## config.mk

```make
export PLATFORM = sky130hd
export DESIGN_NAME = sscr_regs
export DESIGN_NICKNAME = d
export VERILOG_FILES = /design/src/logic/sscr_regs.v
export VERILOG_INCLUDE_DIRS = /design/src /design/src/logic
export SDC_FILE = /design/constraint.sdc
export NUM_CORES = 1
export LEC_CHECK = 0
export ABC_AREA = 1
export ABC_CLOCK_PERIOD_IN_PS = 3000
export BUFFER_PORTS_ARGS = -buffer_cell sky130_fd_sc_hd__buf_2
export CAP_MARGIN = 20
export CORE_ASPECT_RATIO = 0.6
export CORE_MARGIN = 4
export CORE_UTILIZATION = 57
export CTS_CLUSTER_SIZE = 8
export DETAILED_ROUTE_END_ITERATION = 12
export PLACE_DENSITY = 0.79
export SLEW_MARGIN = 15
export SYNTH_ARGS = -nofsm -noshare
export SYNTH_HDL_FRONTEND = slang
export SYNTH_SLANG_ARGS = --single-unit
```

## constraint.sdc

```tcl
create_clock -name sys_clk -period 3 [get_ports sys_clk]
set_input_delay 0.6 -clock sys_clk [delete_from_list [all_inputs] [get_ports sys_clk]]
set_output_delay 0.6 -clock sys_clk [all_outputs]
set_load 0.02 [all_outputs]
```

## src/logic/sscr_map.vh

```
// register offsets, field positions, reset values and timing counts for the supply/config bank
`ifndef SSCR_MAP_VH
`define SSCR_MAP_VH
`define SSCR_ADDR_STS 8'h03
`define SSCR_ADDR_MISC 8'h04
`define SSCR_ADDR_CHG 8'h05
`define SSCR_RST_STS 8'h00
`define SSCR_RST_MISC 8'h00
`define SSCR_RST_CHG 8'h15
`define SSCR_BIT_AOVR 7
`define SSCR_BIT_IOOVR 6
`define SSCR_BIT_BOFLAG 1
`define SSCR_BIT_BOWAKE 0
`define SSCR_BIT_IGNCLK 6
`define SSCR_BIT_BCAST 1
`define SSCR_PCHG_HI 7
`define SSCR_PCHG_LO 6
`define SSCR_POL_HI 5
`define SSCR_POL_LO 4
`define SSCR_KA_HI 3
`define SSCR_KA_LO 2
`define SSCR_POL_NOW 2'h0
`define SSCR_POL_TIMEOUT 2'h1
`define SSCR_POL_CLEAN 2'h2
// cycles at 50 MHz: ms times 50000
`define SSCR_CYC_PER_MS 50000
`define SSCR_KA_30 (30 * `SSCR_CYC_PER_MS)
`define SSCR_KA_25 (25 * `SSCR_CYC_PER_MS)
`define SSCR_KA_10 (10 * `SSCR_CYC_PER_MS)
`define SSCR_KA_5 (5 * `SSCR_CYC_PER_MS)
`define SSCR_CNT_W 21
// keepalive code points; the last code takes the shortest time
`define SSCR_KA_CODE_30 2'h0
`define SSCR_KA_CODE_25 2'h1
`define SSCR_KA_CODE_10 2'h2
// reset levels of single-bit state and outputs, of the precharge time and of the read data
`define SSCR_RST_LOW 1'h0
`define SSCR_RST_HIGH 1'h1
`define SSCR_RST_PCHG 2'h0
`define SSCR_RST_RDATA 8'h00
// read value of reserved status bits and of unmapped addresses
`define SSCR_STS_RSVD 4'h0
`define SSCR_RDATA_NONE 8'h00
`endif

```

## src/logic/sscr_regs.v

```verilog
// supply status, misc control and charge/shutdown config register bank
`timescale 1ns/10ps
`include "sscr_map.vh"

// Notes on behaviour
// - analog override flag set when analog supply above 2V forces mode 0
// - io override flag set when io supply above 2V forces mode 0
// - brownout flag reads 1 after a brownout shutdown, else 0
// - writable brownout wake select: 0 stay asleep, 1 leave sleep
// - clock error shuts down unless ignore bit set
// - broadcast enable answers fixed address with pin bits as zero
// - precharge time code selects 2.5, 12.5, 25 or 50 ms
// - power down policy: immediate, keepalive timeout, or clean shutdown
// - keepalive time code selects 30, 25, 10 or 5 ms
// - wake control 0 sleeps the device, 1 wakes it
// - analog select 1 feeds regulator directly, 0 uses internal regulator
// - io select 0 allows all io supplies, 1 only low ones
module sscr_regs #(
  parameter KA_30 = `SSCR_KA_30,
  parameter KA_25 = `SSCR_KA_25,
  parameter KA_10 = `SSCR_KA_10,
  parameter KA_5 = `SSCR_KA_5
) (
  // clock and reset
  input wire sys_clk,
  input wire srst,
  // register port from control interface
  input wire [7:0] reg_addr,
  input wire reg_wr,
  input wire [7:0] reg_wdata,
  output reg [7:0] reg_rdata,
  // supply and mode inputs
  input wire analog_supply_above_2v,
  input wire io_supply_above_2v,
  input wire analog_supply_select,
  input wire io_supply_select,
  input wire wake_control,
  input wire brownout_event,
  input wire clock_error,
  input wire io_supply_lost,
  input wire clean_shutdown_done,
  // control outputs
  output reg analog_supply_select_eff,
  output reg io_supply_select_eff,
  output reg sleep_active,
  output reg clock_error_shutdown,
  output reg broadcast_addressing_enable,
  output reg [1:0] input_cap_precharge_time,
  output reg digital_regulator_on
);

  // register storage
  reg brownout_wake_select;
  reg brownout_shutdown_flag;
  reg [7:0] misc_control;
  reg [7:0] charge_shutdown_config;
  // keepalive timer state
  reg [`SSCR_CNT_W-1:0] ka_count;
  reg [`SSCR_CNT_W-1:0] next_ka_count;
  reg [`SSCR_CNT_W-1:0] ka_limit;
  reg next_reg_on;
  // read path
  reg [7:0] next_rdata;
  // decoded fields and live status
  wire [1:0] power_down_policy;
  wire [1:0] regulator_keepalive_time;
  wire analog_supply_override_flag;
  wire io_supply_override_flag;
  wire ka_expired;
  // write strobes, one per register
  wire wr_status;
  wire wr_misc;
  wire wr_charge;
  // next values of the control outputs
  wire next_analog_eff;
  wire next_io_eff;
  wire next_sleep;
  wire next_clk_shutdown;

  // write decode; unmapped addresses hit none of these and are dropped
  assign wr_status = reg_wr & (reg_addr == `SSCR_ADDR_STS);
  assign wr_misc = reg_wr & (reg_addr == `SSCR_ADDR_MISC);
  assign wr_charge = reg_wr & (reg_addr == `SSCR_ADDR_CHG);

  // field views of the charge/shutdown register
  assign power_down_policy = charge_shutdown_config[`SSCR_POL_HI:`SSCR_POL_LO];
  assign regulator_keepalive_time = charge_shutdown_config[`SSCR_KA_HI:`SSCR_KA_LO];

  // override flags are live, so they follow the supply without any write
  assign analog_supply_override_flag = analog_supply_above_2v & analog_supply_select;
  assign io_supply_override_flag = io_supply_above_2v & io_supply_select;

  // status register: only the wake select bit takes a write
  always @(posedge sys_clk) begin
    if (srst) begin
      brownout_wake_select <= `SSCR_RST_LOW;
    end else if (wr_status) begin
      brownout_wake_select <= reg_wdata[`SSCR_BIT_BOWAKE];
    end
  end

  // misc control; reserved bits kept as written so readback matches
  always @(posedge sys_clk) begin
    if (srst) begin
      misc_control <= `SSCR_RST_MISC;
    end else if (wr_misc) begin
      misc_control <= reg_wdata;
    end
  end

  // charge/shutdown config; host is trusted to keep reserved bits at reset value
  always @(posedge sys_clk) begin
    if (srst) begin
      charge_shutdown_config <= `SSCR_RST_CHG;
    end else if (wr_charge) begin
      charge_shutdown_config <= reg_wdata;
    end
  end

  // brownout flag is sticky until reset; no host write can clear it
  always @(posedge sys_clk) begin
    if (srst) begin
      brownout_shutdown_flag <= `SSCR_RST_LOW;
    end else if (brownout_event) begin
      brownout_shutdown_flag <= `SSCR_RST_HIGH;
    end
  end

  // keepalive limit from code; counts are parameters so a bench can shorten them
  always @* begin
    case (regulator_keepalive_time)
      `SSCR_KA_CODE_30: ka_limit = KA_30[`SSCR_CNT_W-1:0];
      `SSCR_KA_CODE_25: ka_limit = KA_25[`SSCR_CNT_W-1:0];
      `SSCR_KA_CODE_10: ka_limit = KA_10[`SSCR_CNT_W-1:0];
      default: ka_limit = KA_5[`SSCR_CNT_W-1:0];
    endcase
  end

  // keepalive has run out once the count reaches the limit
  assign ka_expired = (ka_count >= ka_limit);

  // keepalive counter runs only under the timeout policy while the supply is lost;
  // it parks at the limit so a wrap can never switch the regulator back on
  always @* begin
    next_ka_count = {`SSCR_CNT_W{1'h0}};
    if (io_supply_lost && (power_down_policy == `SSCR_POL_TIMEOUT)) begin
      if (ka_expired) begin
        next_ka_count = ka_count;
      end else begin
        next_ka_count = ka_count + {{(`SSCR_CNT_W-1){1'h0}}, 1'h1};
      end
    end
  end

  // regulator enable per power-down policy; a present supply keeps it on
  always @* begin
    next_reg_on = `SSCR_RST_HIGH;
    if (io_supply_lost) begin
      case (power_down_policy)
        `SSCR_POL_NOW: next_reg_on = `SSCR_RST_LOW;
        `SSCR_POL_TIMEOUT: next_reg_on = ~ka_expired;
        `SSCR_POL_CLEAN: next_reg_on = ~clean_shutdown_done;
        default: next_reg_on = `SSCR_RST_LOW; // reserved code: immediate off is safest
      endcase
    end
  end

  // read mux; reserved status bits read as their reset value
  always @* begin
    case (reg_addr)
      `SSCR_ADDR_STS: begin
        next_rdata = {analog_supply_override_flag, io_supply_override_flag,
          `SSCR_STS_RSVD, brownout_shutdown_flag, brownout_wake_select};
      end
      `SSCR_ADDR_MISC: next_rdata = misc_control;
      `SSCR_ADDR_CHG: next_rdata = charge_shutdown_config;
      default: next_rdata = `SSCR_RDATA_NONE;
    endcase
  end

  // read data registered: it answers the address seen at the previous edge
  always @(posedge sys_clk) begin
    if (srst) begin
      reg_rdata <= `SSCR_RST_RDATA;
    end else begin
      reg_rdata <= next_rdata;
    end
  end

  // keepalive counter and regulator enable; regulator stays on through reset
  always @(posedge sys_clk) begin
    if (srst) begin
      ka_count <= {`SSCR_CNT_W{1'h0}};
      digital_regulator_on <= `SSCR_RST_HIGH;
    end else begin
      ka_count <= next_ka_count;
      digital_regulator_on <= next_reg_on;
    end
  end

  // effective supply modes: a supply above 2V forces the mode to 0
  assign next_analog_eff = analog_supply_select & ~analog_supply_above_2v;
  assign next_io_eff = io_supply_select & ~io_supply_above_2v;

  // after a brownout, waking needs the wake select as well as wake control
  assign next_sleep = brownout_shutdown_flag ? ~(brownout_wake_select & wake_control)
    : ~wake_control;

  // clock error shuts down unless the ignore bit is set
  assign next_clk_shutdown = clock_error & ~misc_control[`SSCR_BIT_IGNCLK];

  // supply mode outputs
  always @(posedge sys_clk) begin
    if (srst) begin
      analog_supply_select_eff <= `SSCR_RST_LOW;
      io_supply_select_eff <= `SSCR_RST_LOW;
    end else begin
      analog_supply_select_eff <= next_analog_eff;
      io_supply_select_eff <= next_io_eff;
    end
  end

  // sleep output; reset leaves the device asleep until wake control says otherwise
  always @(posedge sys_clk) begin
    if (srst) begin
      sleep_active <= `SSCR_RST_HIGH;
    end else begin
      sleep_active <= next_sleep;
    end
  end

  // clock error response, registered so the output comes from a flop
  always @(posedge sys_clk) begin
    if (srst) begin
      clock_error_shutdown <= `SSCR_RST_LOW;
    end else begin
      clock_error_shutdown <= next_clk_shutdown;
    end
  end

  // config field outputs trail a register write by two cycles, one behind the register
  always @(posedge sys_clk) begin
    if (srst) begin
      broadcast_addressing_enable <= `SSCR_RST_LOW;
      input_cap_precharge_time <= `SSCR_RST_PCHG;
    end else begin
      broadcast_addressing_enable <= misc_control[`SSCR_BIT_BCAST];
      input_cap_precharge_time <= charge_shutdown_config[`SSCR_PCHG_HI:`SSCR_PCHG_LO];
    end
  end

endmodule

```

==> impl_metrics.csv, run 1 <==
group,metric,value,unit
run_status,outcome,"completed",
setup_path,timing.critical_path.max_delay_family,"simple AND/OR/NAND/NOR gates",
pwr,pwr-share-clk,0.420,
sta,worst_case_headroom_to_the_max_slew_limit,0.520,
pwr,intPower,1.09,mW
pwr,switching_power,281,uW
drt,detailedRoute.firstIterationViolations,379,
sta,fin_crit,2.74,ns
pwr,p_comb_frac,0.042,
grt,grt_start_max_net_pins,27,
cells_and_area,area_growth_syn_to_layout,12.8,%
synthesis,synth-warning-count,0,
placement,port_buffers,43,
pwr,seqPwrFrac,0.538,
pwr,netSwitchingFraction,0.205,
setup_path,reg2reg_from,"charge_shutdown_config[2]$_SDFFE_PP1P_",
setup_path,crit_top_cell,"sky130_fd_sc_hd__ha_1",
synthesis,total_standard_cell_area_after_synthesis,0.00306,mm2
drt,detail_route.wl_per_cell,15.2,um
sta,timing.clock.skew,0.0104,ns
synthesis,synthesis.nets,492,
run,drv.max_cap_violation_count,0,
placement,routabilityCongestion,0.963,
setup_path,worstSetupPathType,"reg -> reg",
worst_hold_path,hold_start,"misc_control[6]$_SDFFE_PP0P_",
setup_path,cp_max_fo,21,
sta,slew_violations,0,
sta,achievable_frequency,364,MHz
clock_tree,clock_insertion_delay_worst_skew,0.31,ns
grt,global_route_wire_length_before_repair,13700,um
sta,worstMarginPinSlew,0.718,ns
clock_tree,clock_tree.htree_level_count,2,
setup_path,critPathLaunchType,"flip-flop",
die,start_util,0.597,
synthesis,sequential_element_share_of_the_synthesized_area,0.359,
cells_and_area,drive_gt1_frac,0.143,
setup_path,crit_slowest_cell,"sky130_fd_sc_hd__dfxtp_1",
die,row_count,20,
die,core_area,0.00513,mm2
die,floorplan.die.height,64.8,um
cells_and_area,num_antenna_cells,0,
die,chip_width,103,um
clock_tree,cts_post_setup_buffers_inserted,0,
pwr,vdd_ir_drop_max,0.000300,V
pwr,power_density,397,mW/mm2
grt,number_of_antenna_violations_at_the_first_check_in_global_routing,0,
clock_tree,tritoncts,"built",
clock_tree,cts.root.buffer_cell,"sky130_fd_sc_hd__clkbuf_8",
sta,finalHoldViolations,0,
cells_and_area,final-instance-count-excl-fill,554,
sta,timing.setup.tns,0,ns
sta,setup-violations-final,0,
setup_path,arrival,2.97,ns
clock_tree,holdBufCountCts,0,
synthesis,synthesis.instances,445,
grt,first_global_vias,2765,
grt,globalRouteOverflowTotal,0,
clock_tree,number_of_buffers_on_the_longest_clock_path,2,
cells_and_area,fillCellCount,479,
worst_hold_path,hold_path_class,"reg -> reg",
grt,grt_use_total,0.265,
setup_path,buf_inv_on_cp,1,
die,floorplan.io_pins,44,
setup_path,critical_path.endpoint_type,"flip-flop",
drt,route.vias.total,3104,
cells_and_area,nNetsFinal,534,
setup_path,crit_required,3.23,ns
placement,hpwlAfterDp,6450,um
setup_path,timing.critical_path.cells,"inv_1 -> ha_1 -> nor2_1 -> ha_1 -> nand2_2 -> nor3_2 -> nand3_2 -> nand3_4 -> nand2_1 -> a21oi_1",
synthesis,ys_seq_elements,55,
drt,routed_wire_length,8410,um
synthesis,syn_area_per_cell,6.89,um2
pwr,p_leak,1.53,nW
die,floorplan.die_area,0.00665,mm2
placement,place_ws,0.226,ns
drt,vias_per_cell,5.60,
clock_tree,ctsResizeCount,0,
drt,remaining_drc_errors,0,
sta,rsz0062_at_grt,"no",
clock_tree,cts.sinks,55,
cells_and_area,layout.cells.most_common_list,"125 x sky130_fd_sc_hd__nand2_1, 58 x sky130_fd_sc_hd__nor2_1, 55 x sky130_fd_sc_hd__dfxtp_1",
drt,drt_pre_antenna_iters,5,
setup_path,startpoint,"charge_shutdown_config[2]$_SDFFE_PP1P_",
sta,layout_worst_path_cycle_share,0.915,
clock_tree,clk_pin_slew,0.10,ns
sta,final.setup.worst_slack,0.256,ns
sta,hold_slack,0.445,ns
drt,post_drt_antenna_nets,0,
placement,place_inst,546,
synthesis,yosysUniqueCellTypes,30,
cells_and_area,most_frequent_standard_cell_in_the_layout_excluding_fill_and_tap_cells,"sky130_fd_sc_hd__nand2_1",
clock_tree,cts-buffers-inserted,5,
setup_path,worst_path_largest_cell_delay,0.51,ns
logic make-up after synthesis:
group	after synthesis	share of synthesized area
xor+xnor	11	0.0314
compound gates	60	0.104
flops	55	0.359
buf+inv	60	0.0804
simple gates	240	0.347
fa+ha+maj	19	0.0776
layer usage:
layer	vias up	part of all wire	global-route usage
met5	-	0	0
met1	1417	0.50	0.435
met4	0	0.0073	0.0475
met3	8	0.12	0.0602
met2	160	0.38	0.342
li1	1519	-	-
cell usage after synthesis:
master	count	area [um2]
sky130_fd_sc_hd__or2_1	1	6.26
sky130_fd_sc_hd__clkbuf_1	4	15.0
sky130_fd_sc_hd__dfxtp_1	55	1100
sky130_fd_sc_hd__nor2_4	2	22.5
sky130_fd_sc_hd__nor2_2	4	25.0
sky130_fd_sc_hd__nand2_1	125	469
sky130_fd_sc_hd__ha_1	19	238
sky130_fd_sc_hd__nand4_1	23	144
sky130_fd_sc_hd__xor2_1	5	43.8
sky130_fd_sc_hd__buf_6	2	22.5
sky130_fd_sc_hd__o211ai_1	6	45.0
sky130_fd_sc_hd__nor3_2	2	20.0
sky130_fd_sc_hd__nand3_1	13	65.1
sky130_fd_sc_hd__buf_1	1	3.75
sky130_fd_sc_hd__clkinv_1	1	3.75
sky130_fd_sc_hd__xnor2_1	6	52.6
sky130_fd_sc_hd__inv_2	4	15.0
sky130_fd_sc_hd__nand3_2	2	20.0
sky130_fd_sc_hd__a21oi_1	33	165
sky130_fd_sc_hd__o221ai_1	1	8.76
sky130_fd_sc_hd__o21ai_0	19	95.1
sky130_fd_sc_hd__nor3_1	3	15.0
sky130_fd_sc_hd__inv_1	45	169
sky130_fd_sc_hd__buf_4	1	7.51
sky130_fd_sc_hd__o21ai_1	1	5.00
sky130_fd_sc_hd__nand2_2	3	18.8
sky130_fd_sc_hd__nand3b_1	3	22.5
sky130_fd_sc_hd__nand3_4	1	17.5
sky130_fd_sc_hd__buf_2	2	10.0
sky130_fd_sc_hd__nor2_1	58	218
cell type report:
type                       instances  area, um2  area share
sequential                        55       1100       0.319
tap                               66       82.6      0.0239
clock buffer                       6       72.6      0.0210
clock inverter                     2       60.1      0.0174
multi-input combinational        330       1720       0.498
inverter                          50        188      0.0543
timing repair buffer              45        230      0.0666
power by group through the flow:
stage / Combinational, mW / Clock (mW) / Sequential (mW)
2_1_floorplan: 0.0221 / 0 / 0.758
5_1_grt: 0.0641 / 0.620 / 0.739
3_5_place_dp: 0.0568 / 0 / 0.755
6_report: 0.0575 / 0.576 / 0.739
3_3_place_gp: 0.0556 / 0 / 0.755
4_1_cts: 0.0574 / 0.581 / 0.738
stage by stage:
stage / total power [mW] / instance area, um2 / utilization
2_1_floorplan: 0.780 / 3060 / -
3_3_place_gp: 0.811 / 3320 / 0.647
3_5_place_dp: 0.812 / 3320 / 0.647
4_1_cts: 1.38 / 3450 / 0.673
5_1_grt: 1.42 / 3460 / 0.674
6_report: 1.37 / 3460 / 0.674
worst paths after layout:
check,endpoint,slack (ns),depth (start not counted)
max reg2reg,ka_count[19]$_SDFFE_PP0N_,0.26,10
max,ka_count[19]$_SDFFE_PP0N_,0.26,10
min,clock_error_shutdown$_SDFF_PP0_,0.44,1
min reg2reg,clock_error_shutdown$_SDFF_PP0_,0.44,1
state kept, by name (all words and copies together) (netlist names), 2 cells and up:
register	flops
reg_rdata	8
misc_control	8
ka_count	21
input_cap_precharge_time	2
charge_shutdown_config	8
worst register-to-register path: stages (launching register included):
cell and delay [ns]:
sky130_fd_sc_hd__dfxtp_1 0.51, sky130_fd_sc_hd__inv_1 0.16, sky130_fd_sc_hd__ha_1 0.26, sky130_fd_sc_hd__nor2_1 0.25, sky130_fd_sc_hd__ha_1 0.21, sky130_fd_sc_hd__nand2_2 0.09, sky130_fd_sc_hd__nor3_2 0.21, sky130_fd_sc_hd__nand3_2 0.39
sky130_fd_sc_hd__nand3_4 0.35, sky130_fd_sc_hd__nand2_1 0.09, sky130_fd_sc_hd__a21oi_1 0.15
Note: power is estimated with default switching activity, not from simulation.
==> run 2: changes to the inputs <==
--- a/config.mk
+++ b/config.mk
@@ -10,12 +10,14 @@
 export ABC_CLOCK_PERIOD_IN_PS = 3000
 export BUFFER_PORTS_ARGS = -buffer_cell sky130_fd_sc_hd__buf_2
 export CAP_MARGIN = 20
+export CELL_PAD_IN_SITES_DETAIL_PLACEMENT = 2
+export CELL_PAD_IN_SITES_GLOBAL_PLACEMENT = 2
 export CORE_ASPECT_RATIO = 0.6
 export CORE_MARGIN = 4
-export CORE_UTILIZATION = 57
+export CORE_UTILIZATION = 32
 export CTS_CLUSTER_SIZE = 8
 export DETAILED_ROUTE_END_ITERATION = 12
-export PLACE_DENSITY = 0.79
+export PLACE_DENSITY_LB_ADDON = 0.1
 export SLEW_MARGIN = 15
 export SYNTH_ARGS = -nofsm -noshare
 export SYNTH_HDL_FRONTEND = slang
==> impl_metrics.csv, run 2 (same netlist as run 1, synthesis figures left out) <==
group,metric,value,unit
placement,routabilityCongestion,0.865,
cells_and_area,final_area,0.00357,mm2
sta,worstMarginPinSlew,0.767,ns
pwr,vdd_ir_drop_max,0.000197,V
run,drv.max_cap_violation_count,0,
drt,route.vias.total,3119,
clock_tree,cts.root.buffer_cell,"sky130_fd_sc_hd__clkbuf_16",
die,floorplan.die.height,83.8,um
cells_and_area,num_antenna_cells,0,
cells_and_area,final-instance-count-excl-fill,621,
cells_and_area,fillCellCount,1128,
clock_tree,clock_tree.htree_level_count,2,
sta,fin_crit,2.63,ns
drt,drt_pre_antenna_iters,4,
grt,grt_use_total,0.208,
setup_path,arrival,2.85,ns
die,floorplan.io_pins,44,
sta,timing.clock.skew,0.00420,ns
worst_hold_path,hold_path_class,"reg -> reg",
placement,port_buffers,43,
cells_and_area,largest_reg_flops,21,
cells_and_area,layout.area.seq,0.00110,mm2
pwr,power_density,397,mW/mm2
drt,detailedRoute.firstIterationViolations,210,
die,chip_width,134,um
die,start_util,0.331,
run_status,outcome,"completed",
grt,grt_start_max_net_pins,27,
cells_and_area,nNetsFinal,537,
cells_and_area,drive_gt1_frac,0.153,
clock_tree,number_of_buffers_on_the_longest_clock_path,2,
die,core_area,0.00926,mm2
die,row_count,27,
clock_tree,cts-buffers-inserted,5,
sta,worst_case_headroom_to_the_max_slew_limit,0.487,
sta,setup-violations-final,0,
sta,layout_worst_path_cycle_share,0.877,
drt,post_drt_antenna_nets,0,
cells_and_area,multi_input_comb_area,0.00172,mm2
grt,first_global_vias,3383,
cells_and_area,layout.cells.most_common_list,"125 x sky130_fd_sc_hd__nand2_1, 58 x sky130_fd_sc_hd__nor2_1, 54 x sky130_fd_sc_hd__dfxtp_1",
cells_and_area,top_register,"ka_count",
die,floorplan.die_area,0.0113,mm2
sta,timing.setup.tns,0,ns
clock_tree,tritoncts,"built",
grt,globalRouteOverflowTotal,0,
setup_path,crit_required,3.22,ns
grt,global_route_wire_length_before_repair,18500,um
sta,slew_violations,0,
sta,finalHoldViolations,0,
setup_path,worstSetupPathType,"reg -> reg",
cells_and_area,area_growth_syn_to_layout,16.5,%
grt,number_of_antenna_violations_at_the_first_check_in_global_routing,0,
placement,detailed_place.area,0.00342,mm2
placement,hpwlAfterDp,8840,um
clock_tree,cts.sinks,55,
drt,vias_per_cell,5.02,
drt,remaining_drc_errors,0,
sta,achievable_frequency,380,MHz
clock_tree,holdBufCountCts,0,
sta,rsz0062_at_grt,"no",
pwr,p_leak,1.54,nW
clock_tree,clk_pin_slew,0.08,ns
setup_path,critical_path.endpoint_type,"flip-flop",
setup_path,critPathLaunchType,"flip-flop",
drt,detail_route.wl_per_cell,17.9,um
cells_and_area,most_frequent_standard_cell_in_the_layout_excluding_fill_and_tap_cells,"sky130_fd_sc_hd__nand2_1",
pwr,power.total,1.42,mW
setup_path,cp_max_fo,8,
placement,place_inst,613,
drt,routed_wire_length,11100,um
clock_tree,clock_insertion_delay_worst_skew,0.30,ns
-- run 2: cell types whose count changed in the layout (fill, tap and decap cells not counted), sizes merged --
cell	previous run	this run
clkinv	1	3
inv	49	50
bufinv	2	0
buf	45	48
clkbuf	6	5
-- run 2: metal layers --
metal / vias up / track usage / routed length [um]
li1: 1530 / - / -
met1: 1510 / 0.329 / 5980
met2: 71 / 0.288 / 4360
met3: 8 / 0.0422 / 691
met4: 0 / 0.0360 / 84
met5: - / 0 / 0
-- run 2: cell type report --
class / count / area share
Multi-Input combinational cell: 330 / 0.481
Tap cell: 130 / 0.0456
Clock buffer: 5 / 0.0351
Sequential cell: 55 / 0.309
Clock inverter: 3 / 0.00631
Timing Repair Buffer: 48 / 0.0708
Inverter: 50 / 0.0526
-- run 2: power breakdown --
group          switching (mW)  internal, mW  total [mW]  leakage, nW
combinational          0.0388        0.0227      0.0615         1.02
sequential            0.00375         0.735       0.738        0.444
clock                   0.302         0.314       0.616       0.0742
-- run 2: timing repair --
| action | 4_1_cts | 5_1_grt |
|---|---|---|
| endpoints found under the hold margin | 0 | 0 |
| setup buffers | 0 | 0 |
| gates resized for setup | 0 | 1 |
| endpoints found under the setup margin | 0 | 17 |
-- run 2: stage by stage --
stage / hold WS, ns / util / setup slack, ns
after global routing: 0.465 / 0.386 / 0.0866
after floorplan: 0.406 / - / 0.873
final: 0.453 / 0.386 / 0.369
after CTS: 0.458 / 0.386 / 0.192
after detailed placement: 0.451 / 0.370 / 0.251
after global placement: 0.435 / 0.370 / 0.453
-- run 2: worst max-delay path, stage by stage (launching register included) --
cell and delay [ns]:
sky130_fd_sc_hd__dfxtp_2 0.44, sky130_fd_sc_hd__inv_1 0.14, sky130_fd_sc_hd__ha_1 0.24, sky130_fd_sc_hd__nor2_1 0.26, sky130_fd_sc_hd__ha_1 0.32, sky130_fd_sc_hd__nand2_1 0.07, sky130_fd_sc_hd__nand2_1 0.06, sky130_fd_sc_hd__nand2_1 0.07
sky130_fd_sc_hd__nand2_1 0.06, sky130_fd_sc_hd__nand2_1 0.06, sky130_fd_sc_hd__nand2_1 0.10, sky130_fd_sc_hd__nand2_2 0.13, sky130_fd_sc_hd__inv_2 0.04, sky130_fd_sc_hd__nor2_2 0.30, sky130_fd_sc_hd__nand2_1 0.10, sky130_fd_sc_hd__a21oi_1 0.14
-- run 2: final timing paths --
path / start / endpoint / slack [ns] / cells after the start
hold / removal: misc_control[6]$_SDFFE_PP0P_ / clock_error_shutdown$_SDFF_PP0_ / 0.45 / 1
hold reg to reg: misc_control[6]$_SDFFE_PP0P_ / clock_error_shutdown$_SDFF_PP0_ / 0.45 / 1
setup reg to reg: charge_shutdown_config[2]$_SDFFE_PP1P_ / ka_count[19]$_SDFFE_PP0N_ / 0.37 / 15
setup / recovery: charge_shutdown_config[2]$_SDFFE_PP1P_ / ka_count[19]$_SDFFE_PP0N_ / 0.37 / 15
==> run 3: changes to the inputs <==
--- a/config.mk
+++ b/config.mk
@@ -18,6 +18,7 @@
 export CTS_CLUSTER_SIZE = 8
 export DETAILED_ROUTE_END_ITERATION = 12
 export PLACE_DENSITY_LB_ADDON = 0.1
+export REMOVE_ABC_BUFFERS = 1
 export SLEW_MARGIN = 15
 export SYNTH_ARGS = -nofsm -noshare
 export SYNTH_HDL_FRONTEND = slang
==> constraint.sdc (replaced) <==
create_clock -name sys_clk -period 3 [get_ports sys_clk]
set_input_delay 0.3 -clock sys_clk [delete_from_list [all_inputs] [get_ports sys_clk]]
set_output_delay 0.3 -clock sys_clk [all_outputs]
set_load 0.02 [all_outputs]
==> impl_metrics.csv, run 3 (same netlist as run 1, synthesis figures left out) <==
group,metric,value,unit
clock_tree,clock_tree.htree_level_count,2,
setup_path,timing.reg2reg.worst_path_depth,13,
clock_tree,ctsResizeCount,0,
cells_and_area,area_growth_syn_to_layout,16.9,%
grt,globalRouteOverflowTotal,0,
die,floorplan.die.height,83.8,um
placement,place_inst,614,
sta,fin_crit,2.63,ns
placement,port_buffers,43,
setup_path,arrival,2.85,ns
grt,grt_start_max_net_pins,27,
die,chip_width,134,um
setup_path,reg2reg_from,"charge_shutdown_config[2]$_SDFFE_PP1P_",
sta,timing.clock.skew,0.00454,ns
sta,setup-violations-final,0,
setup_path,crit_path_end,"ka_count[18]$_SDFFE_PP0N_",
pwr,intPower,1.08,mW
cells_and_area,final_area,0.00358,mm2
pwr,power_density,398,mW/mm2
grt,global_route_wire_length_before_repair,18500,um
pwr,seqPwrFrac,0.518,
clock_tree,cts.sinks,55,
cells_and_area,layout.cells.most_common_list,"125 x sky130_fd_sc_hd__nand2_1, 58 x sky130_fd_sc_hd__nor2_1, 54 x sky130_fd_sc_hd__dfxtp_1",
cells_and_area,nNetsFinal,538,
drt,detail_route.wl_per_cell,17.9,um
setup_path,crit_required,3.22,ns
drt,routed_wire_length,11100,um
cells_and_area,num_antenna_cells,0,
drt,route.vias.total,3131,
placement,detailed_place.area,0.00343,mm2
cells_and_area,top_register,"ka_count",
die,start_util,0.331,
clock_tree,tritoncts,"built",
setup_path,reg2reg_slack,0.37,ns
pwr,switching_power,348,uW
clock_tree,number_of_buffers_on_the_longest_clock_path,2,
drt,drt_pre_antenna_iters,4,
setup_path,worstSetupPathType,"reg -> reg",
grt,number_of_antenna_violations_at_the_first_check_in_global_routing,0,
setup_path,startpoint,"charge_shutdown_config[2]$_SDFFE_PP1P_",
drt,post_drt_antenna_nets,0,
pwr,p_leak,1.54,nW
drt,remaining_drc_errors,0,
sta,achievable_frequency,380,MHz
setup_path,critical_path.endpoint_type,"flip-flop",
sta,worstMarginPinSlew,0.788,ns
pwr,vdd_ir_drop_max,0.000214,V
grt,first_global_vias,3422,
die,row_count,27,
cells_and_area,largest_reg_flops,21,
placement,hpwlAfterDp,8900,um
run,drv.max_cap_violation_count,0,
clock_tree,cts_post_setup_buffers_inserted,0,
clock_tree,cts-buffers-inserted,5,
sta,rsz0062_at_grt,"no",
clock_tree,cts.root.buffer_cell,"sky130_fd_sc_hd__clkbuf_16",
clock_tree,clock_insertion_delay_worst_skew,0.30,ns
sta,timing.setup.tns,0,ns
sta,final.setup.worst_slack,0.367,ns
setup_path,end_of_the_worst_register_to_register_path,"ka_count[18]$_SDFFE_PP0N_",
die,core_area,0.00926,mm2
setup_path,critPathLaunchType,"flip-flop",
run_status,outcome,"completed",
sta,finalHoldViolations,0,
drt,detailedRoute.firstIterationViolations,155,
drt,vias_per_cell,5.03,
clock_tree,holdBufCountCts,0,
pwr,netSwitchingFraction,0.244,
die,floorplan.die_area,0.0113,mm2
die,floorplan.io_pins,44,
placement,place_ws,0.189,ns
placement,routabilityCongestion,0.837,
setup_path,cp_max_fo,8,
pwr,p_comb_frac,0.042,
worst_hold_path,hold_path_class,"in -> reg",
pwr,pwr-share-clk,0.440,
cells_and_area,final-instance-count-excl-fill,622,
sta,layout_worst_path_cycle_share,0.878,
sta,worst_case_headroom_to_the_max_slew_limit,0.473,
sta,slew_violations,0,
cells_and_area,drive_gt1_frac,0.154,
grt,grt_use_total,0.207,
cells_and_area,most_frequent_standard_cell_in_the_layout_excluding_fill_and_tap_cells,"sky130_fd_sc_hd__nand2_1",
cells_and_area,fillCellCount,1137,
clock_tree,clk_pin_slew,0.08,ns
[run 3: cell count changes in the layout (fill, tap and decap cells not counted)]
cell / previous run / this run
sky130_fd_sc_hd__buf_4: 5 / 6
sky130_fd_sc_hd__clkinv_2: 1 / 0
sky130_fd_sc_hd__clkinv_4: 1 / 2
sky130_fd_sc_hd__inv_6: 1 / 0
sky130_fd_sc_hd__inv_8: 0 / 1
[run 3: worst min path at each step]
stage	startpoint	slack, ns	cells past startpoint	endpoint
global route	io_supply_above_2v	0.16	2	io_supply_select_eff$_SDFF_PP0_
finish	io_supply_above_2v	0.16	2	io_supply_select_eff$_SDFF_PP0_
floorplan	analog_supply_above_2v	0.37	1	analog_supply_select_eff$_SDFF_PP0_
detailed placement	misc_control[6]$_SDFFE_PP0P_	0.45	1	clock_error_shutdown$_SDFF_PP0_
CTS	io_supply_above_2v	0.15	2	io_supply_select_eff$_SDFF_PP0_
global placement	charge_shutdown_config[0]$_SDFFE_PP1P_	0.44	2	charge_shutdown_config[0]$_SDFFE_PP1P_
[run 3: final cells by class]
type                            count  area (um2)  area share
Clock inverter                      3        28.8     0.00803
Inverter                           50         188      0.0524
Tap cell                          130         163      0.0454
Multi-Input combinational cell    330        1720       0.479
Clock buffer                        5         125      0.0349
Timing Repair Buffer               49         260      0.0726
Sequential cell                    55        1100       0.308
[run 3: power by group through the flow]
stage / Combinational, mW / Clock [mW] / Sequential [mW]
floorplan: 0.0204 / 0 / 0.758
global placement: 0.0571 / 0 / 0.755
detailed placement: 0.0607 / 0 / 0.756
CTS: 0.0612 / 0.643 / 0.738
global route: 0.0682 / 0.674 / 0.739
finish: 0.0599 / 0.627 / 0.738
[run 3: layer usage]
metal	global-route usage	vias to the layer above	wire (um)
met3	0.0319	5	613
met5	0	-	0
met4	0.0222	0	38
met1	0.307	1529	5640
li1	-	1533	-
met2	0.327	64	4840
[run 3: stage by stage]
step / utilization / hold WS [ns] / total power, mW
2_1_floorplan: - / 0.372 / 0.778
3_3_place_gp: 0.370 / 0.440 / 0.812
3_5_place_dp: 0.370 / 0.448 / 0.816
4_1_cts: 0.387 / 0.153 / 1.44
5_1_grt: 0.387 / 0.158 / 1.48
6_report: 0.387 / 0.158 / 1.43
[run 3: critical path: stages, from the launching register on]
cell and delay, ns:
sky130_fd_sc_hd__dfxtp_2 0.45, sky130_fd_sc_hd__inv_1 0.13, sky130_fd_sc_hd__ha_1 0.24, sky130_fd_sc_hd__nor2_1 0.28
sky130_fd_sc_hd__ha_1 0.32, sky130_fd_sc_hd__nand2_2 0.12, sky130_fd_sc_hd__nor2_4 0.05, sky130_fd_sc_hd__nand3_2 0.08
sky130_fd_sc_hd__clkinv_1 0.09, sky130_fd_sc_hd__nand2_2 0.12, sky130_fd_sc_hd__inv_2 0.05, sky130_fd_sc_hd__nor2_2 0.33
sky130_fd_sc_hd__nand2_1 0.10, sky130_fd_sc_hd__a21oi_1 0.15
